### src/core/bbe_consts.svh
// Offsets, field positions and reset values of the branch and bit unit
`ifndef BBE_CONSTS_SVH
`define BBE_CONSTS_SVH

// APB register byte offsets
`define BBE_OFS_FLAGS   8'h00
`define BBE_OFS_PC      8'h04
`define BBE_OFS_STATE   8'h08

// Status flag positions
`define BBE_FLAG_C      0
`define BBE_FLAG_Z      1
`define BBE_FLAG_N      2
`define BBE_FLAG_V      3
`define BBE_FLAG_S      4
`define BBE_FLAG_H      5
`define BBE_FLAG_T      6
`define BBE_FLAG_I      7

// Unit state register fields
`define BBE_STATE_BUSY  0
`define BBE_STATE_TAKEN 1

// Reset values
`define BBE_RST_FLAGS   8'h00
`define BBE_RST_PC      16'h0000

`endif

### src/core/bbe_pkg.sv
// Types of the branch and bit unit
package bbe_pkg;

  // Operation codes presented on the instruction port
  typedef enum logic [4:0] {
    NOP_OP                     = 5'h00,
    BRANCH_ON_EQUAL            = 5'h01,
    BRANCH_ON_UNEQUAL          = 5'h02,
    BRANCH_CARRY_ONE           = 5'h03,
    BRANCH_CARRY_ZERO          = 5'h04,
    BRANCH_SAME_OR_HIGHER      = 5'h05,
    BRANCH_LOWER               = 5'h06,
    BRANCH_NEGATIVE            = 5'h07,
    BRANCH_POSITIVE            = 5'h08,
    BRANCH_SIGNED_GE           = 5'h09,
    BRANCH_SIGNED_LESS         = 5'h0a,
    BRANCH_HALF_CARRY_ONE      = 5'h0b,
    BRANCH_HALF_CARRY_ZERO     = 5'h0c,
    BRANCH_TRANSFER_ONE        = 5'h0d,
    BRANCH_TRANSFER_ZERO       = 5'h0e,
    BRANCH_OVERFLOW_ONE        = 5'h0f,
    BRANCH_OVERFLOW_ZERO       = 5'h10,
    BRANCH_IRQ_ENABLED         = 5'h11,
    BRANCH_IRQ_DISABLED        = 5'h12,
    SET_IO_BIT                 = 5'h13,
    CLEAR_IO_BIT               = 5'h14,
    SHIFT_LEFT_LOGICAL         = 5'h15,
    SHIFT_RIGHT_LOGICAL        = 5'h16,
    ROTATE_LEFT_CARRY          = 5'h17,
    ROTATE_RIGHT_CARRY         = 5'h18,
    SHIFT_RIGHT_ARITH          = 5'h19,
    SWAP_NIBBLES               = 5'h1a,
    STORE_BIT_TO_TRANSFER_FLAG = 5'h1b,
    LOAD_BIT_FROM_TRANSFER_FLAG= 5'h1c,
    STATUS_FLAG_SET_OP         = 5'h1d,
    STATUS_FLAG_CLEAR_OP       = 5'h1e
  } bbe_op_t;

  // Sequencer states
  typedef enum logic [1:0] {
    ST_IDLE    = 2'b00,
    ST_BR_WAIT = 2'b01,
    ST_IO_WR   = 2'b10
  } bbe_state_t;

endpackage : bbe_pkg

### src/core/bbe_branch_bit_exec.sv
// Branch, bit, shift and flag execution unit with APB status access
//
// The APB interface to the registers and the register addresses are this design's own decisions.
`timescale 1ns/1ps
`include "bbe_consts.svh"

// How it works
// - Taken branch loads pc+k+1, two cycles
// - Equal tests zero one, unequal zero zero
// - Carry branches: lower/set on one, else zero
// - Negative on N one, positive on zero
// - Signed ge/less test N xor V
// - Half-carry branches test H one or zero
// - Transfer branches test T one or zero
// - Overflow branches test V one or zero
// - Interrupt branches test I; branches keep flags
// - Set/clear I/O bit, two cycles, flags kept
// - Shift left, zero into bit 0, flags
// - Shift right, zero into bit 7, flags
// - Rotates move carry in and out
// - Arithmetic right shift keeps sign bit
// - Swap exchanges nibbles, flags kept
// - Bit store to T, bit load from T
module bbe_branch_bit_exec (
  input  wire logic           mclk,
  input  wire logic           sys_rst,
  input  wire logic           ce,
  input  wire logic           instValid,
  input  wire logic [4:0]     instOp,
  input  wire logic [6:0]     instOffset,
  input  wire logic [2:0]     instBit,
  input  wire logic [4:0]     instReg,
  input  wire logic [7:0]     instRegData,
  input  wire logic [4:0]     instIoAddr,
  input  wire logic [7:0]     ioRdData,
  output logic                ready_reg,
  output logic [15:0]         pc_reg,
  output logic [7:0]          flags_reg,
  output logic                regWrEn_reg,
  output logic [4:0]          regWrAddr_reg,
  output logic [7:0]          regWrData_reg,
  output logic [4:0]          ioAddr_reg,
  output logic                ioWrEn_reg,
  output logic [7:0]          ioWrData_reg,
  input  wire logic           psel,
  input  wire logic           penable,
  input  wire logic           pwrite,
  input  wire logic [7:0]     paddr,
  input  wire logic [31:0]    pwdata,
  output logic                pready_reg,
  output logic [31:0]         prdata_reg,
  output logic                pslverr_reg
);

  bbe_pkg::bbe_op_t    op;
  bbe_pkg::bbe_state_t state_reg;
  bbe_pkg::bbe_state_t state_next;
  logic                accept;
  logic                isBranch;
  logic                brCond;
  logic                lastTaken_reg;
  logic [15:0]         pcInc;
  logic [15:0]         brTarget;
  logic [2:0]          ioBit_reg;
  logic                ioSet_reg;
  logic                isShift;
  logic [7:0]          shRes;
  logic                shCarry;
  logic                apbWr;
  logic                apbMapped;
  logic                quiet;

  assign op     = bbe_pkg::bbe_op_t'(instOp);
  assign accept = ce && instValid && ready_reg
                  && (state_reg == bbe_pkg::ST_IDLE);
  assign pcInc  = pc_reg + 16'h0001;
  // Sign-extended offset plus one
  assign brTarget = pc_reg + {{9{instOffset[6]}}, instOffset} + 16'h0001;

  // Branch condition select
  always_comb begin
    isBranch = 1'b1;
    brCond   = 1'b0;
    unique case (op)
      bbe_pkg::BRANCH_ON_EQUAL:        brCond = flags_reg[`BBE_FLAG_Z];
      bbe_pkg::BRANCH_ON_UNEQUAL:      brCond = !flags_reg[`BBE_FLAG_Z];
      bbe_pkg::BRANCH_CARRY_ONE,
      bbe_pkg::BRANCH_LOWER:           brCond = flags_reg[`BBE_FLAG_C];
      bbe_pkg::BRANCH_CARRY_ZERO,
      bbe_pkg::BRANCH_SAME_OR_HIGHER:  brCond = !flags_reg[`BBE_FLAG_C];
      bbe_pkg::BRANCH_NEGATIVE:        brCond = flags_reg[`BBE_FLAG_N];
      bbe_pkg::BRANCH_POSITIVE:        brCond = !flags_reg[`BBE_FLAG_N];
      bbe_pkg::BRANCH_SIGNED_GE:       brCond = !(flags_reg[`BBE_FLAG_N]
                                          ^ flags_reg[`BBE_FLAG_V]);
      bbe_pkg::BRANCH_SIGNED_LESS:     brCond = flags_reg[`BBE_FLAG_N]
                                          ^ flags_reg[`BBE_FLAG_V];
      bbe_pkg::BRANCH_HALF_CARRY_ONE:  brCond = flags_reg[`BBE_FLAG_H];
      bbe_pkg::BRANCH_HALF_CARRY_ZERO: brCond = !flags_reg[`BBE_FLAG_H];
      bbe_pkg::BRANCH_TRANSFER_ONE:    brCond = flags_reg[`BBE_FLAG_T];
      bbe_pkg::BRANCH_TRANSFER_ZERO:   brCond = !flags_reg[`BBE_FLAG_T];
      bbe_pkg::BRANCH_OVERFLOW_ONE:    brCond = flags_reg[`BBE_FLAG_V];
      bbe_pkg::BRANCH_OVERFLOW_ZERO:   brCond = !flags_reg[`BBE_FLAG_V];
      bbe_pkg::BRANCH_IRQ_ENABLED:     brCond = flags_reg[`BBE_FLAG_I];
      bbe_pkg::BRANCH_IRQ_DISABLED:    brCond = !flags_reg[`BBE_FLAG_I];
      default:                         isBranch = 1'b0;
    endcase
  end

  // Shift and rotate results with outgoing carry
  always_comb begin
    isShift = 1'b1;
    shRes   = instRegData;
    shCarry = flags_reg[`BBE_FLAG_C];
    unique case (op)
      bbe_pkg::SHIFT_LEFT_LOGICAL: begin
        shRes   = {instRegData[6:0], 1'b0};
        shCarry = instRegData[7];
      end
      bbe_pkg::SHIFT_RIGHT_LOGICAL: begin
        shRes   = {1'b0, instRegData[7:1]};
        shCarry = instRegData[0];
      end
      bbe_pkg::ROTATE_LEFT_CARRY: begin
        shRes   = {instRegData[6:0], flags_reg[`BBE_FLAG_C]};
        shCarry = instRegData[7];
      end
      bbe_pkg::ROTATE_RIGHT_CARRY: begin
        shRes   = {flags_reg[`BBE_FLAG_C], instRegData[7:1]};
        shCarry = instRegData[0];
      end
      bbe_pkg::SHIFT_RIGHT_ARITH: begin
        shRes   = {instRegData[7], instRegData[7:1]};
        shCarry = instRegData[0];
      end
      default: isShift = 1'b0;
    endcase
  end

  // Sequencer next state
  always_comb begin
    state_next = state_reg;
    unique case (state_reg)
      bbe_pkg::ST_IDLE: begin
        if (accept && isBranch && brCond) begin
          state_next = bbe_pkg::ST_BR_WAIT;
        end else if (accept && (op == bbe_pkg::SET_IO_BIT
                                || op == bbe_pkg::CLEAR_IO_BIT)) begin
          state_next = bbe_pkg::ST_IO_WR;
        end
      end
      bbe_pkg::ST_BR_WAIT: state_next = bbe_pkg::ST_IDLE;
      bbe_pkg::ST_IO_WR:   state_next = bbe_pkg::ST_IDLE;
      default:             state_next = bbe_pkg::ST_IDLE;
    endcase
  end

  // Sequencer state and ready
  always_ff @(posedge mclk) begin
    if (sys_rst) begin
      state_reg     <= bbe_pkg::ST_IDLE;
      ready_reg     <= 1'b0;
      lastTaken_reg <= 1'b0;
    end else if (ce) begin
      state_reg <= state_next;
      ready_reg <= (state_next == bbe_pkg::ST_IDLE);
      if (accept && isBranch) begin
        lastTaken_reg <= brCond;
      end
    end
  end

  // APB decode
  assign apbWr     = psel && penable && pready_reg && pwrite;
  assign apbMapped = (paddr == `BBE_OFS_FLAGS) || (paddr == `BBE_OFS_PC)
                     || (paddr == `BBE_OFS_STATE);

  // Program counter; software write wins over execution
  always_ff @(posedge mclk) begin
    if (sys_rst) begin
      pc_reg <= `BBE_RST_PC;
    end else if (ce) begin
      if (apbWr && paddr == `BBE_OFS_PC) begin
        pc_reg <= pwdata[15:0];
      end else if (accept && isBranch && brCond) begin
        pc_reg <= brTarget;
      end else if (accept) begin
        pc_reg <= pcInc;
      end
    end
  end

  // Status flags; branches, I/O bit ops and swap leave them alone
  always_ff @(posedge mclk) begin
    if (sys_rst) begin
      flags_reg <= `BBE_RST_FLAGS;
    end else if (ce) begin
      if (apbWr && paddr == `BBE_OFS_FLAGS) begin
        flags_reg <= pwdata[7:0];
      end else if (accept && isShift) begin
        flags_reg[`BBE_FLAG_C] <= shCarry;
        flags_reg[`BBE_FLAG_Z] <= (shRes == 8'h00);
        flags_reg[`BBE_FLAG_N] <= shRes[7];
        flags_reg[`BBE_FLAG_V] <= shRes[7] ^ shCarry;
      end else if (accept && op == bbe_pkg::STORE_BIT_TO_TRANSFER_FLAG) begin
        flags_reg[`BBE_FLAG_T] <= instRegData[instBit];
      end else if (accept && op == bbe_pkg::STATUS_FLAG_SET_OP) begin
        flags_reg[instBit] <= 1'b1;
      end else if (accept && op == bbe_pkg::STATUS_FLAG_CLEAR_OP) begin
        flags_reg[instBit] <= 1'b0;
      end
    end
  end

  // Register file write-back, one-cycle pulse
  always_ff @(posedge mclk) begin
    if (sys_rst) begin
      regWrEn_reg   <= 1'b0;
      regWrAddr_reg <= 5'h00;
      regWrData_reg <= 8'h00;
    end else if (ce) begin
      regWrEn_reg   <= 1'b0;
      regWrAddr_reg <= instReg;
      if (accept && isShift) begin
        regWrEn_reg   <= 1'b1;
        regWrData_reg <= shRes;
      end else if (accept && op == bbe_pkg::SWAP_NIBBLES) begin
        regWrEn_reg   <= 1'b1;
        regWrData_reg <= {instRegData[3:0], instRegData[7:4]};
      end else if (accept && op == bbe_pkg::LOAD_BIT_FROM_TRANSFER_FLAG) begin
        regWrEn_reg   <= 1'b1;
        regWrData_reg <= instRegData;
        regWrData_reg[instBit] <= flags_reg[`BBE_FLAG_T];
      end
    end
  end

  // I/O read-modify-write over two cycles
  always_ff @(posedge mclk) begin
    if (sys_rst) begin
      ioAddr_reg   <= 5'h00;
      ioBit_reg    <= 3'h0;
      ioSet_reg    <= 1'b0;
      ioWrEn_reg   <= 1'b0;
      ioWrData_reg <= 8'h00;
    end else if (ce) begin
      ioWrEn_reg <= 1'b0;
      if (state_next == bbe_pkg::ST_IO_WR) begin
        ioAddr_reg <= instIoAddr;
        ioBit_reg  <= instBit;
        ioSet_reg  <= (op == bbe_pkg::SET_IO_BIT);
      end
      if (state_reg == bbe_pkg::ST_IO_WR) begin
        ioWrEn_reg   <= 1'b1;
        ioWrData_reg <= ioRdData;
        ioWrData_reg[ioBit_reg] <= ioSet_reg;
      end
    end
  end

  // APB slave, one wait-free access phase
  always_ff @(posedge mclk) begin
    if (sys_rst) begin
      pready_reg  <= 1'b0;
      prdata_reg  <= 32'h0000_0000;
      pslverr_reg <= 1'b0;
    end else if (ce) begin
      pready_reg  <= psel && !penable;
      pslverr_reg <= psel && !penable && !apbMapped;
      prdata_reg  <= 32'h0000_0000;
      if (psel && !penable && !pwrite) begin
        if (paddr == `BBE_OFS_FLAGS) begin
          prdata_reg[7:0] <= flags_reg;
        end else if (paddr == `BBE_OFS_PC) begin
          prdata_reg[15:0] <= pc_reg;
        end else if (paddr == `BBE_OFS_STATE) begin
          prdata_reg[`BBE_STATE_BUSY]  <= (state_reg != bbe_pkg::ST_IDLE);
          prdata_reg[`BBE_STATE_TAKEN] <= lastTaken_reg;
        end
      end
    end
  end

  // Assertion helper: accepted instruction with no software override
  assign quiet = accept && !apbWr;

  br_taken_a: assert property (@(posedge mclk) disable iff (sys_rst)
    quiet && isBranch && brCond |=> pc_reg == $past(brTarget) && !ready_reg)
    else $error("taken branch target or stall wrong");
  br_skip_a: assert property (@(posedge mclk) disable iff (sys_rst)
    quiet && isBranch && !brCond |=> pc_reg == $past(pcInc) && ready_reg)
    else $error("untaken branch did not advance");
  br_equal_a: assert property (@(posedge mclk) disable iff (sys_rst)
    quiet && op == bbe_pkg::BRANCH_ON_EQUAL |=>
    (pc_reg == $past(brTarget)) == $past(flags_reg[`BBE_FLAG_Z])
    || $past(brTarget) == $past(pcInc))
    else $error("equal branch ignores zero flag");
  br_lower_a: assert property (@(posedge mclk) disable iff (sys_rst)
    quiet && op == bbe_pkg::BRANCH_LOWER && !flags_reg[`BBE_FLAG_C]
    |=> pc_reg == $past(pcInc))
    else $error("lower branch taken with carry clear");
  br_plus_a: assert property (@(posedge mclk) disable iff (sys_rst)
    quiet && op == bbe_pkg::BRANCH_POSITIVE && !flags_reg[`BBE_FLAG_N]
    |=> pc_reg == $past(brTarget))
    else $error("plus branch not taken");
  br_signed_a: assert property (@(posedge mclk) disable iff (sys_rst)
    quiet && op == bbe_pkg::BRANCH_SIGNED_LESS
    && (flags_reg[`BBE_FLAG_N] ^ flags_reg[`BBE_FLAG_V])
    |=> pc_reg == $past(brTarget))
    else $error("signed less branch not taken");
  br_half_a: assert property (@(posedge mclk) disable iff (sys_rst)
    quiet && op == bbe_pkg::BRANCH_HALF_CARRY_ZERO
    && flags_reg[`BBE_FLAG_H] |=> pc_reg == $past(pcInc))
    else $error("half carry clear branch taken wrongly");
  br_transfer_a: assert property (@(posedge mclk) disable iff (sys_rst)
    quiet && op == bbe_pkg::BRANCH_TRANSFER_ONE && flags_reg[`BBE_FLAG_T]
    |=> pc_reg == $past(brTarget))
    else $error("transfer set branch not taken");
  br_overflow_a: assert property (@(posedge mclk) disable iff (sys_rst)
    quiet && op == bbe_pkg::BRANCH_OVERFLOW_ZERO && flags_reg[`BBE_FLAG_V]
    |=> pc_reg == $past(pcInc))
    else $error("overflow clear branch taken wrongly");
  br_flags_a: assert property (@(posedge mclk) disable iff (sys_rst)
    quiet && isBranch |=> $stable(flags_reg))
    else $error("branch changed status flags");
  io_write_a: assert property (@(posedge mclk) disable iff (sys_rst)
    quiet && op == bbe_pkg::SET_IO_BIT && ce ##1 ce |=>
    ioWrEn_reg && ioWrData_reg[ioBit_reg] && $stable(flags_reg))
    else $error("I/O bit set not written in two cycles");
  shift_left_a: assert property (@(posedge mclk) disable iff (sys_rst)
    quiet && op == bbe_pkg::SHIFT_LEFT_LOGICAL |=> regWrEn_reg
    && regWrData_reg == {$past(instRegData[6:0]), 1'b0}
    && flags_reg[`BBE_FLAG_C] == $past(instRegData[7]))
    else $error("left shift result or carry wrong");
  shift_right_a: assert property (@(posedge mclk) disable iff (sys_rst)
    quiet && op == bbe_pkg::SHIFT_RIGHT_LOGICAL |=> !regWrData_reg[7]
    && flags_reg[`BBE_FLAG_Z] == (regWrData_reg == 8'h00))
    else $error("right shift bit 7 or zero flag wrong");
  rotate_left_a: assert property (@(posedge mclk) disable iff (sys_rst)
    quiet && op == bbe_pkg::ROTATE_LEFT_CARRY |=>
    regWrData_reg[0] == $past(flags_reg[`BBE_FLAG_C])
    && flags_reg[`BBE_FLAG_C] == $past(instRegData[7]))
    else $error("rotate left carry path wrong");
  arith_sign_a: assert property (@(posedge mclk) disable iff (sys_rst)
    quiet && op == bbe_pkg::SHIFT_RIGHT_ARITH |=>
    regWrData_reg == {$past(instRegData[7]), $past(instRegData[7:1])})
    else $error("arithmetic shift lost sign");
  swap_nibble_a: assert property (@(posedge mclk) disable iff (sys_rst)
    quiet && op == bbe_pkg::SWAP_NIBBLES |=> $stable(flags_reg)
    && regWrData_reg == {$past(instRegData[3:0]), $past(instRegData[7:4])})
    else $error("swap result or flags wrong");
  bit_store_a: assert property (@(posedge mclk) disable iff (sys_rst)
    quiet && op == bbe_pkg::STORE_BIT_TO_TRANSFER_FLAG |=>
    flags_reg[`BBE_FLAG_T] == $past(instRegData[instBit]))
    else $error("bit store did not reach transfer flag");
  flag_set_a: assert property (@(posedge mclk) disable iff (sys_rst)
    quiet && op == bbe_pkg::STATUS_FLAG_SET_OP |=>
    flags_reg[$past(instBit)] && ready_reg)
    else $error("flag set did not force bit");
  flag_clr_a: assert property (@(posedge mclk) disable iff (sys_rst)
    quiet && op == bbe_pkg::STATUS_FLAG_CLEAR_OP |=>
    !flags_reg[$past(instBit)] && ready_reg)
    else $error("flag clear did not clear bit");

endmodule : bbe_branch_bit_exec

### config.mk
export PLATFORM = sky130hd
export DESIGN_NAME = bbe_branch_bit_exec
export DESIGN_NICKNAME = d
export VERILOG_FILES = /design/src/core/bbe_pkg.sv /design/src/core/bbe_branch_bit_exec.sv
export VERILOG_INCLUDE_DIRS = /design/src /design/src/core
export SDC_FILE = /design/constraint.sdc
export NUM_CORES = 1
export LEC_CHECK = 0
export BUFFER_PORTS_ARGS = -buffer_cell sky130_fd_sc_hd__buf_2
export CAP_MARGIN = 20
export CORE_MARGIN = 2
export CORE_UTILIZATION = 35
export CTS_CLUSTER_DIAMETER = 60
export DETAILED_ROUTE_END_ITERATION = 8
export HOLD_SLACK_MARGIN = 0.1
export PLACE_DENSITY = 0.66
export SLEW_MARGIN = 30
export SYNTH_ARGS = -nofsm -noshare
export SYNTH_HDL_FRONTEND = slang
export SYNTH_SLANG_ARGS = --single-unit
export TNS_END_PERCENT = 20
### constraint.sdc
create_clock -name mclk -period 2.75 [get_ports mclk]
set_clock_uncertainty 0.1 [all_clocks]
set_input_delay 0.55 -clock mclk [delete_from_list [all_inputs] [get_ports mclk]]
set_output_delay 0.55 -clock mclk [all_outputs]
set_load 0.05 [all_outputs]
==> results of run 1 <==
-- logic make-up (layout without fill, tap and decap cells) --
group	after synthesis	count (layout)	share of synthesized area, %
mux	53	53	9.474
buf+inv	85	238	7.215
fa+ha+maj	17	17	3.860
flops	78	78	27.37
other cells	1	17	0.06573
simple gates	263	263	22.72
compound gates	206	206	24.72
xor+xnor	29	29	4.583
-- report_power, final --
part / switching, mW / internal, mW / total, mW
combinational: 0.378 / 0.211 / 0.589
sequential: 0.0133 / 1.15 / 1.16
clock: 0.525 / 0.808 / 1.33
total: 0.916 / 2.17 / 3.08
-- metal layers --
metal,share of wire (%),track usage [%]
met1,45,26.66
met2,46,32.26
met3,7.0,5.903
met4,2.4,6.099
met5,0,0
-- layout make-up --
type,count,share of cell area (%)
Multi-Input combinational cell,584,52.66
Sequential cell,78,21.71
Timing Repair Buffer,204,16.33
Tap cell,216,3.751
Clock buffer,9,3.126
Clock inverter,7,1.459
Inverter,18,0.9378
Antenna cell,1,0.03473
-- repair_timing --
action                                 4_1_cts  5_1_grt
endpoints found under the hold margin        0        0
resized for setup                            0        2
hold buffers                                 0        0
setup endpoints to repair                    0        9
-- final timing paths --
| kind | startpoint | to | slack (ns) |
|---|---|---|---|
| max | pc_reg[0]$_SDFFE_PP0P_ | pc_reg[12]$_SDFFE_PP0P_ | 0.20 |
| min | instIoAddr[3] | ioAddr_reg[3]$_SDFFE_PP0P_ | 0.34 |
| max reg2reg | pc_reg[0]$_SDFFE_PP0P_ | pc_reg[12]$_SDFFE_PP0P_ | 0.20 |
| min reg2reg | lastTaken_reg$_SDFFE_PP0P_ | lastTaken_reg$_SDFFE_PP0P_ | 0.37 |
-- layout by cell type (no fill, tap or decap), types with 16 or more instances in the layout --
cell type,instances
inv_1,18
nor3_1,22
dfxtp_1,76
buf_4,62
ha_1,16
mux2i_1,45
a211oi_1,16
buf_2,142
a22oi_1,19
nand2_1,54
conb_1,16
nand2b_1,16
nand3_1,16
a21oi_1,65
nor2_1,92
o21ai_0,22
xnor2_1,16
-- worst min-delay path, stage by stage --
cell and delay [ns]:
buf_2 0.07, mux2i_1 0.05, nor2_1 0.07
-- stage by stage --
stage,utilization [%],hold WS [ns]
floorplan,-,0.3366
detailed placement,43.25,0.3552
finish,45.35,0.3380
global placement,43.25,0.3427
CTS,45.33,0.3333
global route,45.35,0.3527
==> summary.md, run 1 <==
| Metric | Value |
|---|---|
| WL per Instance | `16.24 µm` |
| Delay-heaviest family, CP | `compound AO/OA/AOI/OAI gates` |
| Worst setup margin | `0.1974 ns` |
| Gr usage total | `20.32%` |
| EDFF count, synth | `0` |
| Tot Pwr | `3.082 mW` |
| Fill cell count | `1604` |
| Hold Path Cell Cnt | `3` |
| Synth top area share | `27.37%` |
| Startpoint Class | `flop` |
| Top post-synthesis cells by count | `nor2_1, dfxtp_1, a21oi_1` |
| Initial antenna violation count | `2` |
| Vias per inst | `5.352` |
| Post-synthesis cell type count | `71` |
| Setup WS pre-CTS | `-0.04869 ns` |
| Row count | `46` |
| Avg Inst Size Synth | `7.794 µm²` |
| Crit path max fanout | `3` |
| Routed WL | `18140 µm` |
| Total CTS buffers | `9` |
| Final period util | `92.82%` |
| Unrepaired setup endpoints after global routing | `false` |
| Crit path kind | `reg -> reg` |
| Sequential cell area | `1564 µm²` |
| CTS tree | `built` |
| GP Congestion | `0.8934` |
| Syn. warnings | `0` |
| Setup crit end kind | `flop` |
| Critical Path RT | `2.93 ns` |
| Clock buffer depth | `2` |
| Mapped Area | `5705 µm²` |
| Area grow syn2layout | `26.27%` |
| I/O Buffers | `142` |
| Clock Latency Late Sink | `0.35 ns` |
| Area of the multi-input gates | `3794 µm²` |
| Die height | `131.7 µm` |
| Layout Cells excl Fill | `1117` |
| Pleak | `3.377 nW` |
| Starting density of the core | `35.92%` |
| Cells after DPL | `1100` |
| Initial DRC Count | `540` |
| Die Width | `131.7 µm` |
| Slew margin rel. | `52.47%` |
| Fraction of layout cells with a size suffix above 1 | `26.78%` |
| Drt pass-1 iters | `5` |
| Critical path depth | `10` |
| Worst Max-Slew Pin Slew | `0.7103 ns` |
| Fmax | `391.8 MHz` |
| Slew Viols, Final | `0` |
| # DRC | `0` |
| Most frequent cell after synthesis | `nor2_1` |
| Io pins | `175` |
| CP bufs+invs | `1` |
| CORE AREA | `15890 µm²` |
| Status | `completed` |
| Post-DP HPWL | `13710 µm` |
| FF+latch count, synth | `78` |
| Predominant post-synthesis flop cell | `dfxtp_1` |
| Worst Hold Class | `in -> reg` |
| Design area | `7204 µm²` |
| Largest net degree at the start of global routing | `60` |
| First-pass GRT wire length | `28340 µm` |
| Final #Nets | `1000` |
| Async set-reset flop share out of synthesis | `0%` |
| Minimum clock period | `2.553 ns` |
| ANT nets after route | `0` |
| Endpoints failing setup | `0` |
| Pwr dens | `427.8 nW/µm²` |
| Via count | `5978` |
| CP dominant cell by count | `a21oi_1` |
| Synth Instances | `732` |
| Worst VDD drop | `0.3113 mV` |
| Worst-path clk slew | `0.07 ns` |
| Setup TNS | `0 ns` |
| Setup bufs post-CTS | `0` |
| Reg2reg path depth | `10` |
| Crit-path cells | `inv_1 > ha_1 > fa_1 > nand2b_1 > a21oi_1 > o22ai_1 > o31ai_1 > xor2_1 > mux2i_1 > a21oi_1` |
| CTS Sinks | `78` |
| H-tree lvl count | `3` |
| Final hold violations | `0` |
| Max_cap viols | `0` |
| CP Data Arrival Time | `2.73 ns` |
| Vias in the first global route | `5386` |
| Area after DPL | `6870 µm²` |
| Die area | `17340 µm²` |
| Clk root buf | `clkbuf_16` |
| Slowest-stage cell, CP | `fa_1` |
| Crit path largest cell delay | `0.39 ns` |
| Gr ovfl total | `0` |
| Synth area leader | `dfxtp_1` |
| Sequential share of the synthesized area | `27.37%` |
| Synth top area cells | `dfxtp_1, mux2i_1, nor2_1` |
No activity file was read; power rests on OpenSTA's default activity.
==> run 2, diff against run 1 <==
- ABC_AREA: unset -> 1
- CORE_ASPECT_RATIO: unset -> 0.7
- PLACE_DENSITY: 0.66 -> 0.65
==> run 2 against run 1 <==
Flip-flop and latch count did not move. Maximum frequency rose by 5.7%. Synthesized cell count rose by 38%. Register-to-register slack improved by 0.14 ns. Sequential power barely moved. Synthesized area rose by 8.0%. Worst hold slack improved by 0.0012 ns. Combinational power fell by 4.4%. Die area rose by 7.9%. Non-clock buffer count fell by 43. Critical path depth rose by 2.
==> summary.md, run 2 <==
| Metric | Value |
|---|---|
| Status | `completed` |
| Sequential share of the synthesized area | `25.33%` |
| Final #Nets | `1255` |
| Vias in the first global route | `5872` |
| CTS tree | `built` |
| Crit path kind | `reg -> reg` |
| Area of the multi-input gates | `3905 µm²` |
| Top post-synthesis cells by count | `nand2_1, inv_1, nor2_1` |
| Syn. warnings | `0` |
| Slew margin rel. | `49.10%` |
| Tot Pwr | `2.952 mW` |
| Final period util | `87.82%` |
| Die height | `115.0 µm` |
| CP bufs+invs | `1` |
| Crit path max fanout | `6` |
| H-tree lvl count | `3` |
| Routed WL | `19950 µm` |
| Setup WS pre-CTS | `0.1349 ns` |
| Diodes inserted | `0` |
| Unrepaired setup endpoints after global routing | `false` |
| Setup crit end kind | `flop` |
| Predominant post-synthesis flop cell | `dfxtp_1` |
| FF+latch count, synth | `78` |
| Pwr dens | `398.5 nW/µm²` |
| CTS Hold Buffers Added | `0` |
| EDFF count, synth | `0` |
| Synth top area cells | `dfxtp_1, nand2_1, nand3_1` |
| Worst VDD drop | `0.3100 mV` |
| Crit-path cells | `inv_1 > ha_1 > fa_1 > o21ai_0 > nand2_1 > nand3_1 > nand2_1 > nand2_1 > nand3_1 > nand3_1 > nand2_1 > a21oi_1` |
| Vias per inst | `5.002` |
| Critical Path RT | `2.93 ns` |
| Most frequent cells in the layout | `nand2_1, buf_2, inv_1` |
| Area grow syn2layout | `20.18%` |
| Largest net degree at the start of global routing | `40` |
| Delay-heaviest family, CP | `adder cells` |
| Post-synthesis cell type count | `48` |
| Drt pass-1 iters | `7` |
| ANT nets after route | `0` |
| Sw Pwr | `0.9336 mW` |
| Most frequent cell after synthesis | `nand2_1` |
| GP Congestion | `0.9132` |
| Post-DP HPWL | `15840 µm` |
| Final hold violations | `0` |
| Fill cell count | `1934` |
| Io pins | `175` |
| Crit path largest cell delay | `0.43 ns` |
| I/O Buffers | `142` |
| Setup TNS | `0 ns` |
| CP Data Arrival Time | `2.59 ns` |
| Worst Hold Class | `in -> reg` |
| Net Sw Frac | `31.63%` |
| CORE AREA | `17220 µm²` |
| Clk root buf | `clkbuf_16` |
| Gr ovfl total | `0` |
| Starting density of the core | `35.80%` |
| First-pass GRT wire length | `30930 µm` |
| Total CTS buffers | `9` |
| Clock buffer depth | `2` |
| Pleak | `3.751 nW` |
| CTS Sinks | `78` |
| # DRC | `0` |
| Synth Instances | `1008` |
| Async set-reset flop share out of synthesis | `0%` |
| Fraction of layout cells with a size suffix above 1 | `20.00%` |
| Hold WS | `0.3392 ns` |
| Minimum clock period | `2.415 ns` |
| Sequential cell area | `1562 µm²` |
| Slew Viols, Final | `0` |
| CP dominant cell by count | `nand2_1` |
| Avg Inst Size Synth | `6.114 µm²` |
| Die area | `18700 µm²` |
| Most common cell after layout, fill and taps aside | `nand2_1` |
| Die Width | `162.6 µm` |
| Endpoints failing setup | `0` |
| Slowest-stage cell, CP | `fa_1` |
| Worst-path clk slew | `0.07 ns` |
| Share of power burned in registers | `39.5%` |
| Gr usage total | `20.88%` |
| Pint | `2.018 mW` |
| WL per Instance | `14.40 µm` |
| Clock Latency Late Sink | `0.34 ns` |
| Synth top area share | `25.33%` |
| Initial antenna violation count | `0` |
| Comb power frac | `19.1%` |
| # resized after CTS | `0` |
| Clock power frac | `41.4%` |
| Final Util | `43.02%` |
| Initial DRC Count | `630` |
| Synth area leader | `dfxtp_1` |
| Startpoint Class | `flop` |
| Max_cap viols | `0` |
| Worst Max-Slew Pin Slew | `0.7627 ns` |
| Fmax | `414.1 MHz` |
| Row count | `40` |
| Mapped Area | `6163 µm²` |
| Setup bufs post-CTS | `0` |
| Worst setup margin | `0.3349 ns` |
| Via count | `6933` |
[run 2: layout make-up]
class / count / share of cell area (%)
Multi-Input combinational cell: 770 / 52.72
Sequential cell: 78 / 21.08
Timing Repair Buffer: 161 / 11.69
Inverter: 130 / 6.605
Tap cell: 231 / 3.902
Clock buffer: 9 / 3.041
Clock inverter: 7 / 0.9628
[run 2: layer usage]
| metal | vias up | share of wire, % | global-route usage [%] |
|---|---|---|---|
| met4 | 0 | 1.5 | 4.779 |
| met1 | 3099 | 50 | 31.89 |
| met5 | - | 0 | 0 |
| met3 | 24 | 9.2 | 5.195 |
| met2 | 262 | 39 | 29.05 |
| li1 | 3548 | - | - |
[run 2: cells by family (layout without fill, tap and decap cells)]
kind of cell | count (synthesis) | in the layout | synth area share, %
simple gates | 529 | 529 | 39.08
compound gates | 190 | 190 | 17.05
buf+inv | 175 | 307 | 12.34
flops | 78 | 78 | 25.33
xor+xnor | 18 | 18 | 2.558
fa+ha+maj | 17 | 17 | 3.573
other cells | 1 | 16 | 0.06084
[run 2: path summary, 6_finish.rpt]
| check | slack [ns] | from | depth (start not counted) | to |
|---|---|---|---|---|
| worst min register to register | 0.37 | prdata_reg[1]$_SDFFE_PP0P_ | 2 | prdata_reg[1]$_SDFFE_PP0P_ |
| worst max-delay path | 0.33 | pc_reg[0]$_SDFFE_PP0P_ | 12 | pc_reg[12]$_SDFFE_PP0P_ |
| worst max register to register | 0.33 | pc_reg[0]$_SDFFE_PP0P_ | 12 | pc_reg[12]$_SDFFE_PP0P_ |
| worst min-delay path | 0.34 | instReg[0] | 3 | regWrAddr_reg[0]$_SDFFE_PP0P_ |
[run 2: worst register-to-register path, delay by kind of cell, from the launching register on]
| family | cells | cell delay, ns |
|---|---|---|
| simple gates | 7 | 0.60 |
| compound gates | 2 | 0.41 |
| fa+ha+maj | 2 | 0.67 |
| buf+inv | 1 | 0.14 |
| flops | 1 | 0.42 |
[run 2: power groups by stage]
stage | registers [mW] | logic, mW | clock network [mW]
3_3_place_gp | 1.19 | 0.551 | 0
6_report | 1.17 | 0.563 | 1.22
2_1_floorplan | 1.24 | 0.345 | 0
3_5_place_dp | 1.19 | 0.555 | 0
5_1_grt | 1.17 | 0.615 | 1.29
4_1_cts | 1.17 | 0.557 | 1.24
[run 2: through the flow]
stage          cell area [µm²]  cells
2_1_floorplan             6220   1023
3_3_place_gp              7103   1370
3_5_place_dp              7103   1370
4_1_cts                   7400   1386
5_1_grt                   7407   1386
6_report                  7407   1386
==> run 3, diff against run 2 <==
- ABC_AREA: 1 -> 0
- CELL_PAD_IN_SITES_DETAIL_PLACEMENT: unset -> 0
- CELL_PAD_IN_SITES_GLOBAL_PLACEMENT: unset -> 1
- GPL_TIMING_DRIVEN: unset -> 0
- PLACE_DENSITY: 0.65 -> 0.85
==> run 3 against run 2 <==
Worst hold slack improved by 0.0027 ns. Clock-buffer cell count did not move. Sequential share of layout area rose by 1.0 points. Total power rose by 1.0%. Core utilization rose by 0.88 points. Flip-flop and latch count did not move. Clock power barely moved. Largest power group unchanged. Maximum frequency fell by 8.4%. Die area fell by 7.2%. Wire length fell by 2.9%. Final area fell by 4.3%. Sequential power barely moved.
==> summary.md, run 3 (same netlist as run 1, synthesis figures left out) <==
| Metric | Value |
|---|---|
| ANT nets after route | `0` |
| GP Congestion | `0.8931` |
| CTS Hold Buffers Added | `0` |
| Worst VDD drop | `0.2403 mV` |
| Pleak | `3.252 nW` |
| Starting density of the core | `35.32%` |
| Area grow syn2layout | `24.30%` |
| Worst Max-Slew Pin Slew | `0.8022 ns` |
| # DRC | `0` |
| Final period util | `95.91%` |
| Setup crit end kind | `flop` |
| Crit-path cells | `buf_2 > clkbuf_1 > and2_1 > o21ai_0 > nand2_1 > a211oi_1 > clkbuf_1 > nor2_1 > a311oi_1` |
| Initial antenna violation count | `1` |
| Crit path kind | `in -> reg` |
| Tot Pwr | `2.983 mW` |
| Final #Nets | `1002` |
| Total CTS buffers | `9` |
| Layout Cells excl Fill | `1128` |
| Die area | `17350 µm²` |
| Minimum clock period | `2.637 ns` |
| Hold WS | `0.3419 ns` |
| Critical Path RT | `2.89 ns` |
| Die Width | `156.6 µm` |
| Vias in the first global route | `5338` |
| Unrepaired setup endpoints after global routing | `true` |
| Pwr dens | `420.6 nW/µm²` |
| Crit path max fanout | `10` |
| Most common cell after layout, fill and taps aside | `buf_2` |
| Delay-heaviest family, CP | `compound AO/OA/AOI/OAI gates` |
| CP dominant cell by count | `clkbuf_1` |
| Setup TNS | `0 ns` |
| Worst-path clk slew | `0.06 ns` |
| Drt pass-1 iters | `5` |
| CTS Sinks | `78` |
| Clk root buf | `clkbuf_16` |
| Slew Viols, Final | `0` |
| Most frequent cells in the layout | `buf_2, nor2_1, dfxtp_1` |
| Row count | `39` |
| Crit path largest cell delay | `0.57 ns` |
| Worst Hold Class | `in -> reg` |
| Gr ovfl total | `0` |
| First-pass GRT wire length | `29950 µm` |
| CORE AREA | `16150 µm²` |
| Slew margin rel. | `46.32%` |
| WL per Instance | `17.18 µm` |
| H-tree lvl count | `3` |
| Cells after DPL | `1111` |
| Vias per inst | `5.424` |
| Clock buffer depth | `2` |
| Fmax | `379.2 MHz` |
| CP bufs+invs | `3` |
| Max_cap viols | `0` |
| Io pins | `175` |
| Routed WL | `19380 µm` |
| Final hold violations | `0` |
| Endpoints failing setup | `0` |
| CTS tree | `built` |
| Gr usage total | `21.84%` |
| Setup bufs post-CTS | `0` |
| Largest net degree at the start of global routing | `16` |
| Post-DP HPWL | `14890 µm` |
| Slowest-stage cell, CP | `clkbuf_1` |
| Via count | `6118` |
| Status | `completed` |
| Fraction of layout cells with a size suffix above 1 | `23.28%` |
| Die height | `110.8 µm` |
| I/O Buffers | `139` |
| Reg2reg setup slack | `0.18 ns` |
| Initial DRC Count | `633` |
| CP Data Arrival Time | `2.78 ns` |
| Final Util | `43.91%` |
| Clock Latency Late Sink | `0.34 ns` |
| Startpoint Class | `input port` |
[run 3: final cells by class]
class | instances | area, µm²
fillers | 1642 | 9060
clock inverters | 7 | 80.08
inverters | 18 | 67.56
well taps | 225 | 281.5
multi-input cells | 584 | 3829
diodes | 1 | 2.502
repair buffers | 139 | 695.7
flip-flops and latches | 78 | 1567
clock buffers | 9 | 225.2
plain buffers | 67 | 344.1
[run 3: path summary, 6_finish.rpt]
path / to / startpoint / cells past startpoint
max: regWrData_reg[7]$_SDFFE_PP0P_ / instOp[3] / 9
min: ioAddr_reg[3]$_SDFFE_PP0P_ / instIoAddr[3] / 3
max reg2reg: pc_reg[13]$_SDFFE_PP0P_ / pc_reg[9]$_SDFFE_PP0P_ / 9
min reg2reg: lastTaken_reg$_SDFFE_PP0P_ / lastTaken_reg$_SDFFE_PP0P_ / 2
[run 3: what timing repair did]
action	in CTS	in global routing
hold endpoints to repair	0	0
endpoints found under the setup margin	2	4
pin swaps	0	1
gates resized for setup	2	8
[run 3: report_power, final]
group / internal [mW] / switching (mW) / leakage (nW) / total (mW)
clock network: 0.716 / 0.519 / 0.148 / 1.23
logic: 0.198 / 0.380 / 2.47 / 0.577
registers: 1.15 / 0.0242 / 0.632 / 1.17
[run 3: through the flow]
step	worst slack [ns]	area (µm²)
after floorplan	0.007973	5763
after global placement	-0.2808	6740
after detailed placement	-0.2939	6740
after global routing	0.006829	7089
after CTS	0.01032	7049
final	0.1126	7092
[run 3: routing by layer]
metal  routed length [µm]  GRT usage [%]  up-vias
met5                    0              0        -
met4                  218          3.976        0
met3                 1916          4.144       20
met2                 7792          29.72      292
met1                 9448          35.10     2810
li1                     -              -     2996
[run 3: worst register-to-register path, delay by kind of cell (launching register included)]
family | cells | cell delay (ns)
mux | 1 | 0.13
buf+inv | 1 | 0.17
compound gates | 4 | 0.76
simple gates | 2 | 0.56
fa+ha+maj | 1 | 0.33
flops | 1 | 0.44
